[src/core/pcr_defs.vh]
`ifndef PCR_DEFS_VH
`define PCR_DEFS_VH

// Register addresses on the register access port
`define PCR_ADDR_STANDARD   16'h0D03
`define PCR_ADDR_DIRECT     16'h9800

// Field layout of the command register
`define PCR_NUM_W           10
`define PCR_NUM_MSB         9
`define PCR_DATA_W          16
`define PCR_NUM_RESET       10'h000
`define PCR_PAD_W           6

// Bit positions of the weighted number bits
`define PCR_BIT_W1          0
`define PCR_BIT_W2          1
`define PCR_BIT_W4          2
`define PCR_BIT_W8          3
`define PCR_BIT_W16         4
`define PCR_BIT_W32         5
`define PCR_BIT_W64         6
`define PCR_BIT_W128        7
`define PCR_BIT_W256        8
`define PCR_BIT_W512        9

// Press program number limit
`define PCR_PRESS_MAX       10'h03F

// Default largest position number (model and pattern dependent)
`define PCR_POS_MAX_DEFAULT 10'h3FF

`endif

[src/core/pcr_rise.v]
`timescale 1ns/1ps
// Rising edge detector for one command bit
module pcr_rise (
  input  wire core_clk,   // System clock
  input  wire rst,        // Synchronous reset, active high
  input  wire ce,         // Clock enable
  input  wire level,      // Control bit level
  output wire rise        // One-cycle pulse on 0 to 1
);
  reg prev_q;

  // Previous level, cleared at reset so a held bit counts once
  always @(posedge core_clk) begin
    if (rst) begin
      prev_q <= 1'b0;
    end else if (ce) begin
      prev_q <= level;
    end
  end

  assign rise = ce & level & ~prev_q;
endmodule

[src/core/pcr_top.v]
`timescale 1ns/1ps
`include "pcr_defs.vh"
// How it works
// - Bits 0 to 9 form an unsigned binary number, bit n weighing 2**n.
// - In press mode the number picks a program, at most 63.
// - A standard-address write stores; outside press mode the move waits for the start bit.
// - A direct-move-address write stores and, outside press mode, starts the move at once.
// - In press mode a rising program start bit runs the chosen program.
// - In press mode a rising home-return bit homes per the program, unless a program start rises in the same cycle.
// - Position numbers above the configured limit are refused.
module pcr_top (
  input  wire        core_clk,       // System clock, 10 MHz
  input  wire        rst,            // Synchronous reset, active high
  input  wire        ce,             // Clock enable, freezes state when low
  input  wire        press_mode,     // High for the press variant
  input  wire [9:0]  pos_limit,      // Configured largest position number
  input  wire        reg_wr,         // Register write strobe
  input  wire        reg_rd,         // Register read strobe
  input  wire [15:0] reg_addr,       // Register address
  input  wire [15:0] reg_wdata,      // Register write data
  output reg  [15:0] reg_rdata,      // Register read data
  output reg         reg_ack,        // Access accepted
  output reg         reg_err,        // Access refused
  input  wire        move_start_bit, // Start bit level
  input  wire        press_program_start_bit, // Program start level
  input  wire        program_home_return_bit, // Home-return level
  output reg  [9:0]  cmd_num,        // Latched command number
  output reg         move_go,        // Move to position, pulse
  output reg         prog_run,       // Run press program, pulse
  output reg         prog_home,      // Program home return, pulse
  output reg         cmd_refused     // Out-of-range number, pulse
);
  // Stored number and its next value
  reg  [`PCR_NUM_MSB:0]  num_q;
  reg  [`PCR_NUM_MSB:0]  num_d;

  // Next values of the registered outputs
  reg  [`PCR_DATA_W-1:0] rdata_d;
  reg                    ack_d;
  reg                    err_d;
  reg                    refused_d;
  reg  [`PCR_NUM_MSB:0]  cmd_num_d;
  reg                    move_go_d;
  reg                    prog_run_d;
  reg                    prog_home_d;

  // Edges of the three control bits
  wire                   start_rise;
  wire                   pstart_rise;
  wire                   home_rise;

  // Decoded access
  wire                   hit_std;
  wire                   hit_dir;
  wire                   hit_any;
  wire                   access;
  wire [`PCR_NUM_MSB:0]  wr_num;
  wire [`PCR_NUM_MSB:0]  limit;
  wire                   wr_ok;
  wire                   wr_bad;
  wire                   num_ok;

  // Decoded commands, highest priority first
  wire                   do_direct;
  wire                   do_move;
  wire                   do_run;
  wire                   do_home;

  // Weighted bits of the stored number
  wire                   target_bit_weight_1;
  wire                   target_bit_weight_2;
  wire                   target_bit_weight_4;
  wire                   target_bit_weight_8;
  wire                   target_bit_weight_16;
  wire                   target_bit_weight_32;
  wire                   target_bit_weight_64;
  wire                   target_bit_weight_128;
  wire                   target_bit_weight_256;
  wire                   target_bit_weight_512;
  wire [`PCR_NUM_MSB:0]  readback;

  assign target_bit_weight_1   = num_q[`PCR_BIT_W1];
  assign target_bit_weight_2   = num_q[`PCR_BIT_W2];
  assign target_bit_weight_4   = num_q[`PCR_BIT_W4];
  assign target_bit_weight_8   = num_q[`PCR_BIT_W8];
  assign target_bit_weight_16  = num_q[`PCR_BIT_W16];
  assign target_bit_weight_32  = num_q[`PCR_BIT_W32];
  assign target_bit_weight_64  = num_q[`PCR_BIT_W64];
  assign target_bit_weight_128 = num_q[`PCR_BIT_W128];
  assign target_bit_weight_256 = num_q[`PCR_BIT_W256];
  assign target_bit_weight_512 = num_q[`PCR_BIT_W512];

  // Read value rebuilt from the weighted bits, heaviest first
  assign readback = {
    target_bit_weight_512,
    target_bit_weight_256,
    target_bit_weight_128,
    target_bit_weight_64,
    target_bit_weight_32,
    target_bit_weight_16,
    target_bit_weight_8,
    target_bit_weight_4,
    target_bit_weight_2,
    target_bit_weight_1
  };

  // Edge detectors reset low, so a bit high at release counts once

  pcr_rise u_start (
    .core_clk (core_clk),
    .rst      (rst),
    .ce       (ce),
    .level    (move_start_bit),
    .rise     (start_rise)
  );
  pcr_rise u_pstart (
    .core_clk (core_clk),
    .rst      (rst),
    .ce       (ce),
    .level    (press_program_start_bit),
    .rise     (pstart_rise)
  );
  pcr_rise u_home (
    .core_clk (core_clk),
    .rst      (rst),
    .ce       (ce),
    .level    (program_home_return_bit),
    .rise     (home_rise)
  );

  // Address decode, both addresses reach the same number
  assign hit_std = (reg_addr == `PCR_ADDR_STANDARD);
  assign hit_dir = (reg_addr == `PCR_ADDR_DIRECT);
  assign hit_any = hit_std | hit_dir;
  assign access  = reg_wr | reg_rd;

  assign wr_num  = reg_wdata[`PCR_NUM_MSB:0];

  assign limit   = press_mode ? `PCR_PRESS_MAX : pos_limit;
  assign wr_ok   = (wr_num <= limit);
  assign num_ok  = (num_q <= limit);
  assign wr_bad  = reg_wr & hit_any & ~wr_ok;

  // direct write moves at once outside press mode
  assign do_direct = reg_wr & hit_dir & wr_ok & ~press_mode;
  // start edge uses the stored number
  assign do_move   = ~press_mode & start_rise & num_ok;
  assign do_run    = press_mode & pstart_rise & num_ok;
  assign do_home   = press_mode & home_rise & num_ok;

  // Next stored number
  always @* begin
    num_d = num_q;
    if (reg_wr && hit_any && wr_ok) begin
      num_d = wr_num;
    end
  end

  // Bus answer, refused writes leave the number alone
  always @* begin
    ack_d     = access & hit_any & ~wr_bad;
    err_d     = access & (~hit_any | wr_bad);
    refused_d = wr_bad;
    rdata_d   = {`PCR_DATA_W{1'b0}};
    if (reg_rd && hit_any) begin
      rdata_d = {{`PCR_PAD_W{1'b0}}, readback};
    end
  end

  // Command choice; a start in a write cycle sees the old number
  always @* begin
    cmd_num_d   = cmd_num;
    move_go_d   = 1'b0;
    prog_run_d  = 1'b0;
    prog_home_d = 1'b0;
    if (do_direct) begin
      cmd_num_d = wr_num;
      move_go_d = 1'b1;
    end else if (do_move) begin
      cmd_num_d = num_q;
      move_go_d = 1'b1;
    end else if (do_run) begin
      cmd_num_d  = num_q;
      prog_run_d = 1'b1;
    end else if (do_home) begin
      cmd_num_d   = num_q;
      prog_home_d = 1'b1;
    end
  end

  // Stored number
  always @(posedge core_clk) begin
    if (rst) begin
      num_q <= `PCR_NUM_RESET;
    end else if (ce) begin
      num_q <= num_d;
    end
  end

  // Registered bus answer, one cycle after the strobe
  always @(posedge core_clk) begin
    if (rst) begin
      reg_rdata <= {`PCR_DATA_W{1'b0}};
      reg_ack   <= 1'b0;
      reg_err   <= 1'b0;
    end else if (ce) begin
      reg_rdata <= rdata_d;
      reg_ack   <= ack_d;
      reg_err   <= err_d;
    end
  end

  // Registered command pulses and latched number
  always @(posedge core_clk) begin
    if (rst) begin
      cmd_num     <= `PCR_NUM_RESET;
      move_go     <= 1'b0;
      prog_run    <= 1'b0;
      prog_home   <= 1'b0;
      cmd_refused <= 1'b0;
    end else if (ce) begin
      cmd_num     <= cmd_num_d;
      move_go     <= move_go_d;
      prog_run    <= prog_run_d;
      prog_home   <= prog_home_d;
      cmd_refused <= refused_d;
    end
  end
endmodule

[config.mk]
export PLATFORM = sky130hd
export DESIGN_NAME = pcr_top
export DESIGN_NICKNAME = d
export VERILOG_FILES = /design/src/core/pcr_rise.v /design/src/core/pcr_top.v
export VERILOG_INCLUDE_DIRS = /design/src /design/src/core
export SDC_FILE = /design/constraint.sdc
export NUM_CORES = 1
export LEC_CHECK = 0
export ABC_CLOCK_PERIOD_IN_PS = 7200
export BUFFER_PORTS_ARGS = -buffer_cell sky130_fd_sc_hd__buf_4
export CAP_MARGIN = 20
export CORE_MARGIN = 5
export CORE_UTILIZATION = 52
export CTS_CLUSTER_SIZE = 14
export DETAILED_ROUTE_END_ITERATION = 10
export GPL_TIMING_DRIVEN = 0
export HOLD_SLACK_MARGIN = 0.03
export PLACE_DENSITY = 0.82
export SLEW_MARGIN = 20
export SYNTH_ARGS = -nofsm -noshare
export SYNTH_HDL_FRONTEND = slang
export SYNTH_HIERARCHICAL = 1
export SYNTH_SLANG_ARGS = --single-unit
[constraint.sdc]
create_clock -name core_clk -period 7.2 [get_ports core_clk]
set_input_delay 0.36 -clock core_clk [delete_from_list [all_inputs] [get_ports core_clk]]
set_output_delay 0.36 -clock core_clk [all_outputs]
set_load 0.01 [all_outputs]
# After elaboration in Yosys (flattened, before gate mapping)

Cells that the tools add are included.

Flip-flop bits (word level): 45
Bits of input ports: 51
Output and inout bits: 32
Logic and storage cells: 67

$lt $le $gt $ge: 2
Eq/ne operators: 2
Mux-type cells: 15
Bitwise operators: 30
Reduce and logical (&&, ||, !) cells: 6

Operator list:

| kind                 | count |
|---|---|
| $mux 10              | 6 |
| $and 1x1->1          | 20 |
| $le 10x10->1         | 2 |
| $eq 16x12->1 const B | 1 |
| $eq 16x16->1 const B | 1 |
| $mux 1               | 9 |
| $not 1->1            | 7 |
| $reduce_and 2->1     | 2 |
| $reduce_bool 4->1    | 1 |
| $logic_and 1x1->1    | 3 |
| $or 1x1->1           | 3 |

# Logic depth before layout (Yosys ltp)

Gate-level depths: netlist (run 1).

Depth in word-level cells: 8
Depth in mapped cells: 11
Depth with buffers taken out: 9

# Hierarchy

Netlist (run 1), hierarchy kept.

Modules (own cells, without submodules):

| module   | times used | cells each | area each (um^2) | seq. area each (um^2) |
|---|---|---|---|---|
| pcr_top  | 1          | 266        | 2319.7           | 720.7 |
| pcr_rise | 3          | 5          | 42.5             | 20.0 |

# Worst setup path after synthesis (run 1)

No wires, ideal clock.

Path type: in2reg
Start: input press_mode
End: register cmd_num[1]
Library setup time: 0.128 ns
Arrival: 2.416 ns
Required time: 7.072 ns
Setup slack: 4.656 ns
Cell stages on the path: 10
Path buffers: 2
Cells stage by stage: clkbuf_8 > nor2_1 > ha_1 > a21o_1 > maj3_1 > a221o_2 > o21a_2 > buf_6 > a211oi_1 > a211oi_2

Word-level cells in the longest chain between the ends: 6
Elaborated cells between the ends (all ways): 17
Those cells by class: 2 x order compare; 4 x mux; 9 x bitwise; 2 x reduce/logical

Ends and longest elaborated chain:

| element                                                | RTL line                     | source |
|---|---|---|
| from (decl)                                            | pcr_top.v:15                 | `input wire press_mode,` |
| $mux 10                                                | pcr_top.v:139                | `` assign limit = press_mode ? `PCR_PRESS_MAX : pos_limit; `` |
| $le 10x10->1 (on tied branches)                        | pcr_top.v:140, pcr_top.v:141 |  |
| $and 1x1->1 (on tied branches)                         | pcr_top.v:145, pcr_top.v:148 |  |
| $and 1x1->1 or $mux 10 (tied branches)                 | pcr_top.v:145, pcr_top.v:182 |  |
| $reduce_bool 4->1 (no line) or $mux 10 (tied branches) | -                            |  |
| $reduce_and 2->1 (no line) or $mux 10 (tied branches)  | -                            |  |
| to (signal assigned)                                   | pcr_top.v:216                | `` cmd_num <= `PCR_NUM_RESET; `` |
| to (signal assigned)                                   | pcr_top.v:222                | `cmd_num <= cmd_num_d;` |
| to (decl)                                              | pcr_top.v:27                 | `output reg [9:0] cmd_num,` |

Several ways; a longest one is shown, not always the timed one.
A chain may end at the register's enable or synchronous reset.

# Final worst setup path (run 1)

Same ends and word-level chain as after synthesis.

==> summary.md, run 1 <==
| Metric | Value |
|---|---|
| 1st-pass router iterations | 6 |
| Synth cell types | 46 |
| H-tree Lvls | 2 |
| Setup Crit Path Kind | in2reg |
| Worst Skew | 0.00743 ns |
| P per Cell Area | 159 nW/µm² |
| Most common cell in the netlist | dfxtp_1 |
| Synth area leaders | dfxtp_1 32%, ha_1 9.2%, a211oi_2 7.7% |
| Final wirelength | 6.99 mm |
| Final critical-path required period | 2.61 ns |
| Fraction of registers with async set/reset | 0% |
| RSZ-0062 raised after global routing | no |
| Hold Worst Slack | 0.239 ns |
| Initial core utilization | 52.5% |
| Via/cell ratio | 5.77 |
| Row count | 25 |
| Core ar. | 4660 µm² |
| Skew-Pair Late Insertion Delay | 0.30 ns |
| PortBufs | 70 |
| Fin. max-slew vios | 0 |
| CP endpoint kind | flip-flop |
| Sequential Area | 781 µm² |
| Final Non-Filler Cells | 418 |
| Io pins | 83 |
| EDFF count, synth | 0 |
| Die height | 78.6 µm |
| GRT Residual Overflow | 0 |
| Max cap viols | 0 |
| First-pass GRT wire length | 11.1 mm |
| Footprint of the multi-input gates | 1430 µm² |
| Vias in the first global route | 2398 |
| Post-Syn Area per Cell | 8.71 µm² |
| Die width | 78.6 µm |
| Hold-fix buffers, CTS | 0 |
| ANT nets after route | 0 |
| CTS Sinks | 39 |
| Number of failing hold endpoints at the final stage | 0 |
| Setup TNS Final | 0 ns |
| Top FF cell, synth | dfxtp_1 |
| Type of the worst min-delay path | in2reg |
| N_diodes | 0 |
| CP Data Arrival Time | 2.79 ns |
| Cells after Synth | 281 |
| Root buffer cell | clkbuf_8 |
| P_leak | 1.34 nW |
| Initial DRC Count | 162 |
| DRC | 0 |
| Maximum vdd drop | 0.0000961 V |
| Final Cycle Share | 36.3% |
| Yosys warning count | 6 |
| Layout cell share with drive strength beyond 1 | 33.2% |
| Clock buffer depth | 2 |
| Largest net degree at the start of global routing | 13 |
| Filler instances | 394 |
| FF+latch count, synth | 39 |
| Gpl congestion | 0.938 |
| Commonest cells in the netlist | 39 x dfxtp_1, 21 x nor2_1, 20 x a21oi_1, 20 x inv_1, 18 x ha_1 |
| Post-CTS sizing | 0 |
| WP data required | 7.38 ns |
| Register area share after synthesis | 31.9% |
| CTS buffer count | 5 |
| Total number of vias | 2410 |
| Top cell type's share of synthesized area | 31.9% |
| Dpl hpwl | 5.44 mm |
| Setup Buffers After CTS | 0 |
| Dpl cells | 410 |
| Final net count | 432 |
| WL per Instance | 16.7 µm |
| TritonCTS clock tree | built |
| Syn-to-layout area delta | 28.5% |
| CTS clk-pin slew, worst paths | 0.08 ns |
| Gr usage total | 22.9% |
| Peak fanout along the critical path | 10 |
| Initial antenna violation count | 0 |
| F_max | 383 MHz |
| Die ar. | 6180 µm² |
| Status | finished clean |
| Worst setup SP type | input port |
| Cell area after synthesis | 2450 µm² |
| Area leader, netlist | dfxtp_1 |
| Final setup fails | 0 |
[flip-flops by register name (all words and copies together) (netlist names)]
name and flops:
cmd_num 10, cmd_refused 1, move_go 1, num_q 10
prog_home 1, prog_run 1, reg_ack 1, reg_err 1
reg_rdata 10, u_home/prev_q 1, u_pstart/prev_q 1, u_start/prev_q 1
[where the power goes]
| group | switching, mW | leakage [nW] | internal, mW | total, mW |
|---|---|---|---|---|
| registers | 0.00334 | 0.317 | 0.223 | 0.226 |
| clock network | 0.0811 | 0.0412 | 0.0678 | 0.149 |
| logic | 0.0674 | 0.981 | 0.0590 | 0.126 |
[metrics by stage]
stage	power (mW)	utilization [%]	area, µm²	setup slack, ns
final	0.501	67.5	3140	4.59
after global routing	0.526	67.5	3140	4.50
after CTS	0.502	67.5	3140	4.59
after detailed placement	0.356	65.6	3060	4.30
after global placement	0.354	65.6	3060	4.37
after floorplan	0.308	-	2470	4.66
[routing by layer]
layer / track usage, % / routed length (µm)
met2: 38.1 / 3330
met3: 4.82 / 603
met1: 28.0 / 2830
met4: 11.4 / 226
met5: 0 / 0
[cells by family after synthesis]
| group | count (synthesis) | share of synthesized area [%] |
|---|---|---|
| fa+ha+maj | 20 | 10.1 |
| compound gates | 101 | 31.8 |
| flops | 39 | 31.9 |
| buf+inv | 43 | 10.5 |
| other cells | 1 | 0.153 |
| simple gates | 77 | 15.5 |
[worst max-delay path: stages]
cell and delay (ns):
buf_4 0.14, clkbuf_8 0.16, nor2_1 0.16, ha_1 0.27, a21o_1 0.19, maj3_1 0.35, a221o_2 0.43, o21a_2 0.25
buf_6 0.15, a211oi_1 0.25, a211oi_2 0.08
[final timing paths]
path	start	to	slack [ns]	cells past startpoint
min	rst	u_home/prev_q	0.24	2
max	press_mode	cmd_num[1]	4.59	11
min reg2reg	cmd_num[4]	cmd_num[4]	0.46	2
max reg2reg	num_q[3]	cmd_num[1]	4.68	8
[layout by cell type (no fill, tap or decap), types with 2 or more instances in the layout]
master / Yosys / layout
or3_1: 3 / 3
ha_1: 18 / 18
and3_1: 2 / 2
nor2b_1: 2 / 2
or2_2: 2 / 2
a21oi_1: 20 / 20
clkbuf_1: 7 / 8
nand4_1: 3 / 3
dfxtp_1: 39 / 39
nand2_1: 16 / 16
clkbuf_8: 5 / 10
nand4b_1: 2 / 2
a21oi_2: 4 / 4
a21o_1: 4 / 4
conb_1: 1 / 6
o21a_1: 2 / 2
buf_6: 2 / 2
nor2_1: 21 / 21
o21ai_0: 14 / 14
a211oi_2: 15 / 15
nand3_1: 16 / 16
nor4_1: 3 / 3
nand2b_1: 4 / 4
a22oi_1: 12 / 12
o31ai_1: 10 / 10
a211oi_1: 8 / 8
inv_1: 20 / 20
buf_4: 8 / 78
[layout make-up]
cell class                 instances  area share, %
clock buffer                       6           2.31
tap                               54           2.15
multi-input combinational        204           45.4
sequential                        39           24.8
clock inverter                     2          0.398
inverter                          20           2.39
timing repair buffer              70           16.7
buffer                            23           5.81
Note: power is estimated with default switching activity, not from simulation.
==> run 2, diff against run 1 <==
Settings changed: ABC_CLOCK_PERIOD_IN_PS 7200 to 2210, CORE_UTILIZATION 52 to 46, PLACE_DENSITY 0.82 to 0.77.
Clock period 7.2 ns to 2.21 ns, I/O delays scaled along.
==> summary.md, run 2 (synthesized netlist as in run 1, its figures left out) <==
| Metric | Value |
|---|---|
| Syn-to-layout area delta | 42.1% |
| DRC | 0 (unchanged) |
| Leading cell type in the layout, fill and taps excluded | buf_4 |
| Worst setup margin | -0.0421 ns (-4.63 ns) |
| Io pins | 83 (unchanged) |
| Final wirelength | 7.40 mm (+5.9%) |
| CP endpoint kind | flip-flop |
| Final Cycle Share | 102% |
| Dpl hpwl | 5.46 mm (+0.45%) |
| First-pass GRT wire length | 11.5 mm (+3.4%) |
| Initial antenna violation count | 0 (unchanged) |
| F_max | 444 MHz |
| Root buffer cell | clkbuf_8 |
| Register share of total power | 42.2% (-2.9 points) |
| Layout cell share with drive strength beyond 1 | 42.7% (+9.5 points) |
| Placed Area | 3110 µm² (+1.6%) |
| WL per Instance | 16.6 µm (-0.99%) |
| Clk pwr share | 31.1% (+1.4 points) |
| Worst setup SP type | flip-flop |
| GRT Residual Overflow | 0 (unchanged) |
| Vias in the first global route | 2400 (+0.083%) |
| Die height | 82.9 µm (+5.5%) |
| Skew-Pair Late Insertion Delay | 0.30 ns (about the same) |
| Final critical-path required period | 2.25 ns |
| Filler instances | 447 (+13%) |
| Initial core utilization | 47.6% (-4.9 points) |
| CTS Sinks | 39 (unchanged) |
| Maximum vdd drop | 0.000417 V (+330%) |
| CP Data Arrival Time | 2.48 ns (-0.31 ns) |
| Most frequent cells in the layout | 87 x buf_4, 32 x dfxtp_1, 20 x nor2_1, 20 x a211oi_2, 19 x inv_1 |
| Status | finished with violations |
| ANT nets after route | 0 (unchanged) |
| Max cap viols | 0 (unchanged) |
| Fin area | 3480 µm² (+11%) |
| PortBufs | 70 (unchanged) |
| Violated checks | setup timing |
| Comb power frac | 26.7% (+1.5 points) |
| Core ar. | 5140 µm² (+10%) |
| TritonCTS clock tree | built |
| WP data required | 2.44 ns (-4.94 ns) |
| Via/cell ratio | 5.54 (-3.9%) |
| N_diodes | 0 (unchanged) |
| Gpl congestion | 0.888 (-5.3%) |
| Footprint of the multi-input gates | 1570 µm² (+9.8%) |
| Worst Skew | 0.00404 ns (-0.00340 ns) |
| CTS buffer count | 5 (unchanged) |
| Number of failing hold endpoints at the final stage | 0 (unchanged) |
| P per Cell Area | 497 nW/µm² (+210%) |
| Peak fanout along the critical path | 4 (-6) |
| CTS clk-pin slew, worst paths | 0.08 ns (about the same) |
| Fin. max-slew vios | 0 (unchanged) |
| Gr usage total | 20.2% (-2.8 points) |
| Switching share of power | 29.3% (-1.0 points) |
| Hold Worst Slack | 0.0909 ns (-0.149 ns) |
| Clock buffer depth | 2 (unchanged) |
| Largest net degree at the start of global routing | 13 (unchanged) |
| H-tree Lvls | 2 (unchanged) |
| Die width | 82.9 µm (+5.5%) |
| Worst setup path startpoint | num_q[5] |
| Row count | 26 (+4.0%) |
| Die ar. | 6880 µm² (+11%) |
| 1st-pass router iterations | 4 (-2) |
| P_leak | 1.45 nW (+8.6%) |
| RSZ-0062 raised after global routing | yes |
| Power Total | 1.73 mW (+250%) |
| Biggest regs | cmd_num x10, num_q x10, reg_rdata x10 |
| Final net count | 445 (+3.0%) |
| Total number of vias | 2477 (+2.8%) |
| Reg2reg start | num_q[5] |
| Worst hold start | reg_wdata[3] |
| Sequential Area | 805 µm² (+3.0%) |
| Final setup fails | 3 (+3) |
| Type of the worst min-delay path | in2reg |
| Internal power | 1.22 mW (+250%) |
| Setup Crit Path Kind | reg2reg |
| Initial DRC Count | 162 (unchanged) |
| P_sw | 506 µW (+230%) |
==> run 2: cell types whose count changed in the layout (fill, tap and decap cells not counted), moves of 3 or more <==
cell	before	now
dfxtp_4	0	6
a211oi_1	8	3
buf_4	78	87
nand2_4	0	3
ha_4	0	4
a211oi_2	15	20
dfxtp_1	39	32
ha_1	18	14
nand2_1	16	12
==> run 2: power groups by stage <==
| stage | sequential [mW] | combinational [mW] | clock (mW) |
|---|---|---|---|
| finish | 0.729 | 0.462 | 0.538 |
| global route | 0.731 | 0.501 | 0.566 |
| CTS | 0.734 | 0.425 | 0.547 |
| detailed placement | 0.753 | 0.413 | 0 |
| global placement | 0.752 | 0.406 | 0 |
| floorplan | 0.762 | 0.247 | 0 |
==> run 2: what timing repair did <==
action | CTS | global route
cloned | 1 | 1
hold endpoints to repair | 3 | 0
endpoints found under the setup margin | 12 | 23
setup buffers | 2 | 8
pin swaps | 14 | 14
hold buffers | 1 | 0
resized for setup | 9 | 28
==> run 2: metrics by stage <==
| stage | setup TNS, ns | setup slack (ns) | cells | util [%] |
|---|---|---|---|---|
| finish | -0.0772 | -0.0421 | 447 | 67.7 |
| floorplan | 0 | 0.0129 | 286 | - |
| global placement | -5.13 | -0.282 | 426 | 60.5 |
| CTS | -0.119 | -0.0426 | 438 | 63.8 |
| detailed placement | -6.02 | -0.327 | 426 | 60.5 |
| global route | -0.837 | -0.116 | 447 | 67.7 |
==> run 2: path summary, 6_finish.rpt <==
| check | slack, ns | to | cells after the start |
|---|---|---|---|
| worst max-delay path | -0.04 | prog_home | 8 |
| worst min-delay path | 0.09 | num_q[3] | 3 |
| worst max register to register | -0.04 | prog_home | 8 |
| worst min register to register | 0.47 | cmd_num[1] | 2 |
==> run 2: cell type report <==
class / instances / share of cell area [%]
clock buffer: 7 / 2.77
clock inverter: 1 / 0.216
tap: 70 / 2.52
sequential: 39 / 23.1
timing repair buffer: 83 / 18.7
inverter: 20 / 2.27
multi-input combinational: 204 / 45.1
buffer: 23 / 5.32
==> run 2: routing by layer <==
| layer | track usage, % | vias up | wire [µm] |
|---|---|---|---|
| met5 | 0 | - | 0 |
| met4 | 6.84 | 0 | 176 |
| met3 | 5.84 | 17 | 487 |
| met2 | 34.7 | 90 | 3720 |
| met1 | 23.9 | 1155 | 3020 |
| li1 | - | 1215 | - |
==> run 2: worst max-delay path: stages, from the launching register on <==
cell and delay, ns:
dfxtp_1 0.47, ha_1 0.30, nand3_1 0.15, a211oi_1 0.08, a221o_2 0.41, buf_4 0.15, a221oi_2 0.27, nand4b_1 0.21
a21oi_2 0.16
==> run 3, diff against run 2 <==
Settings changed: CORE_UTILIZATION 46 to 47, CTS_BUF_LIST from default to sky130_fd_sc_hd__clkbuf_2 sky130_fd_sc_hd__clkbuf_4 sky130_fd_sc_hd__clkbuf_8, PLACE_DENSITY 0.77 to 0.78.
==> summary.md, run 3 (synthesized netlist as in run 1, its figures left out) <==
| Metric | Value |
|---|---|
| Final net count | 447 (+0.45%) |
| Vias in the first global route | 2375 (-1.0%) |
| GRT Residual Overflow | 0 (unchanged) |
| TritonCTS clock tree | built |
| Final Non-Filler Cells | 449 (+0.45%) |
| Reg2Reg Depth | 8 (unchanged) |
| Max cap viols | 0 (unchanged) |
| Clock buffer depth | 2 (unchanged) |
| Worst setup margin | -0.0185 ns (+0.0236 ns) |
| Initial DRC Count | 138 (-15%) |
| ANT nets after route | 0 (unchanged) |
| Type of the worst min-delay path | in2reg |
| Initial antenna violation count | 0 (unchanged) |
| Hold path depth | 3 (unchanged) |
| WL per Instance | 16.2 µm (-2.0%) |
| Clk pwr share | 29.3% (-1.8 points) |
| CTS clk-pin slew, worst paths | 0.08 ns (about the same) |
| Layout cell share with drive strength beyond 1 | 43.5% (+0.83 points) |
| Final Cycle Share | 101% (-1.1 points) |
| Dpl cells | 426 (unchanged) |
| WP data required | 2.43 ns (about the same) |
| Peak fanout along the critical path | 5 (+1) |
| Core ar. | 5070 µm² (-1.3%) |
| DRC | 0 (unchanged) |
| Number of failing hold endpoints at the final stage | 0 (unchanged) |
| Most frequent cells in the layout | 89 x buf_4, 32 x dfxtp_1, 21 x a211oi_2 |
| Syn-to-layout area delta | 42.9% |
| Io pins | 83 (unchanged) |
| P per Cell Area | 482 nW/µm² (-3.1%) |
| Row count | 26 (unchanged) |
| Violated checks | setup timing |
| Die height | 82.2 µm (-0.94%) |
| Maximum vdd drop | 0.000343 V (-18%) |
| Pre-CTS setup slack | -0.319 ns (+0.00737 ns) |
| Biggest regs | cmd_num x10, num_q x10, reg_rdata x10 |
| Initial core utilization | 48.2% (+0.61 points) |
| Final wirelength | 7.29 mm (-1.5%) |
| Via/cell ratio | 5.46 (-1.5%) |
| Comb power frac | 27.4% (+0.7 points) |
| P_leak | 1.46 nW (+0.24%) |
| Worst hold start | press_program_start_bit |
| Status | finished with violations |
| Internal power | 1.17 mW (-4.4%) |
| Die width | 82.2 µm (-0.94%) |
| Final critical-path required period | 2.23 ns (-0.0236 ns) |
| CP endpoint kind | flip-flop |
| CTS Sinks | 39 (unchanged) |
| Skew-Pair Late Insertion Delay | 0.30 ns (about the same) |
| P_sw | 516 µW (+1.8%) |
| F_max | 449 MHz (+1.1%) |
| Worst Skew | 0.00564 ns (+0.00161 ns) |
| Worst setup path startpoint | num_q[7] |
| Switching share of power | 30.6% (+1.3 points) |
| Dpl hpwl | 5.33 mm (-2.4%) |
| RSZ-0062 raised after global routing | yes |
| Setup Crit Path Kind | reg2reg |
| H-tree Lvls | 2 (unchanged) |
| Gr usage total | 22.0% (+1.8 points) |
| CP Data Arrival Time | 2.45 ns (-0.03 ns) |
| Filler instances | 424 (-5.1%) |
| Root buffer cell | clkbuf_8 |
| Worst setup SP type | flip-flop |
| Final setup fails | 2 (-1) |
| PortBufs | 70 (unchanged) |
| Total number of vias | 2452 (-1.0%) |
| Fin. max-slew vios | 0 (unchanged) |
| Register share of total power | 43.2% (+1.0 points) |
| Leading cell type in the layout, fill and taps excluded | buf_4 |
| Die ar. | 6750 µm² (-1.9%) |
| Largest net degree at the start of global routing | 13 (unchanged) |
| CTS buffer count | 5 (unchanged) |
| N_diodes | 0 (unchanged) |
| First-pass GRT wire length | 11.3 mm (-1.4%) |
| Gpl congestion | 0.873 (-1.7%) |
| Reg2reg start | num_q[7] |
| 1st-pass router iterations | 4 (unchanged) |
-- run 3: through the flow --
stage               hold WS [ns]  util [%]  instance area (µm²)  power, mW  setup TNS, ns
finish                    0.0865      68.9                 3500       1.69        -0.0231
global route              0.0872      68.9                 3500       1.76         -0.878
CTS                       0.0852      64.2                 3260       1.66         -0.253
detailed placement         0.311      61.2                 3110       1.17          -6.02
global placement           0.311      61.2                 3110       1.16          -5.02
floorplan                  0.173         -                 2490       1.01              0
-- run 3: layout make-up --
type	instances	area, µm²	area share [%]
tap	70	87.6	2.50
buffer	23	185	5.29
clock buffer	6	76.3	2.18
sequential	39	805	23.0
clock inverter	2	12.5	0.358
inverter	20	78.8	2.25
multi-input combinational	204	1600	45.8
timing repair buffer	85	652	18.6
-- run 3: power by group through the flow --
| stage | Clock (mW) | Combinational [mW] | Sequential [mW] |
|---|---|---|---|
| final | 0.495 | 0.462 | 0.729 |
| after global routing | 0.531 | 0.500 | 0.732 |
| after CTS | 0.497 | 0.424 | 0.734 |
| after detailed placement | 0 | 0.413 | 0.753 |
| after global placement | 0 | 0.406 | 0.752 |
| after floorplan | 0 | 0.247 | 0.762 |
-- run 3: what timing repair did --
action | CTS | global route
hold buffers | 1 | 0
gates cloned | 1 | 0
gates resized for setup | 8 | 35
endpoints found under the hold margin | 3 | 0
buffers inserted | 2 | 11
pin swaps | 14 | 16
setup endpoints to repair | 12 | 23
-- run 3: path summary, 6_finish.rpt --
path,end,slack [ns]
hold reg to reg,cmd_num[3],0.47
setup reg to reg,cmd_num[6],-0.02
setup / recovery,cmd_num[6],-0.02
hold / removal,u_pstart/prev_q,0.09
-- run 3: critical path, cell delays in order (launching register included) --
cell and delay (ns):
dfxtp_4 0.37, ha_4 0.26, nand4_1 0.19, a2111o_1 0.50, o32a_1 0.19, o21a_4 0.14, o31a_1 0.14, buf_6 0.15
a211oi_2 0.20
-- run 3: per-layer routing --
metal  wire [µm]  share of wire [%]  track usage, %  vias to the layer above
li1            -                  -               -                     1218
met1        3060                 42            27.2                     1130
met2        3690                 51            37.0                       91
met3         422                5.8            4.45                       13
met4         119                1.6            9.14                        0
met5           0                  0               0                        -
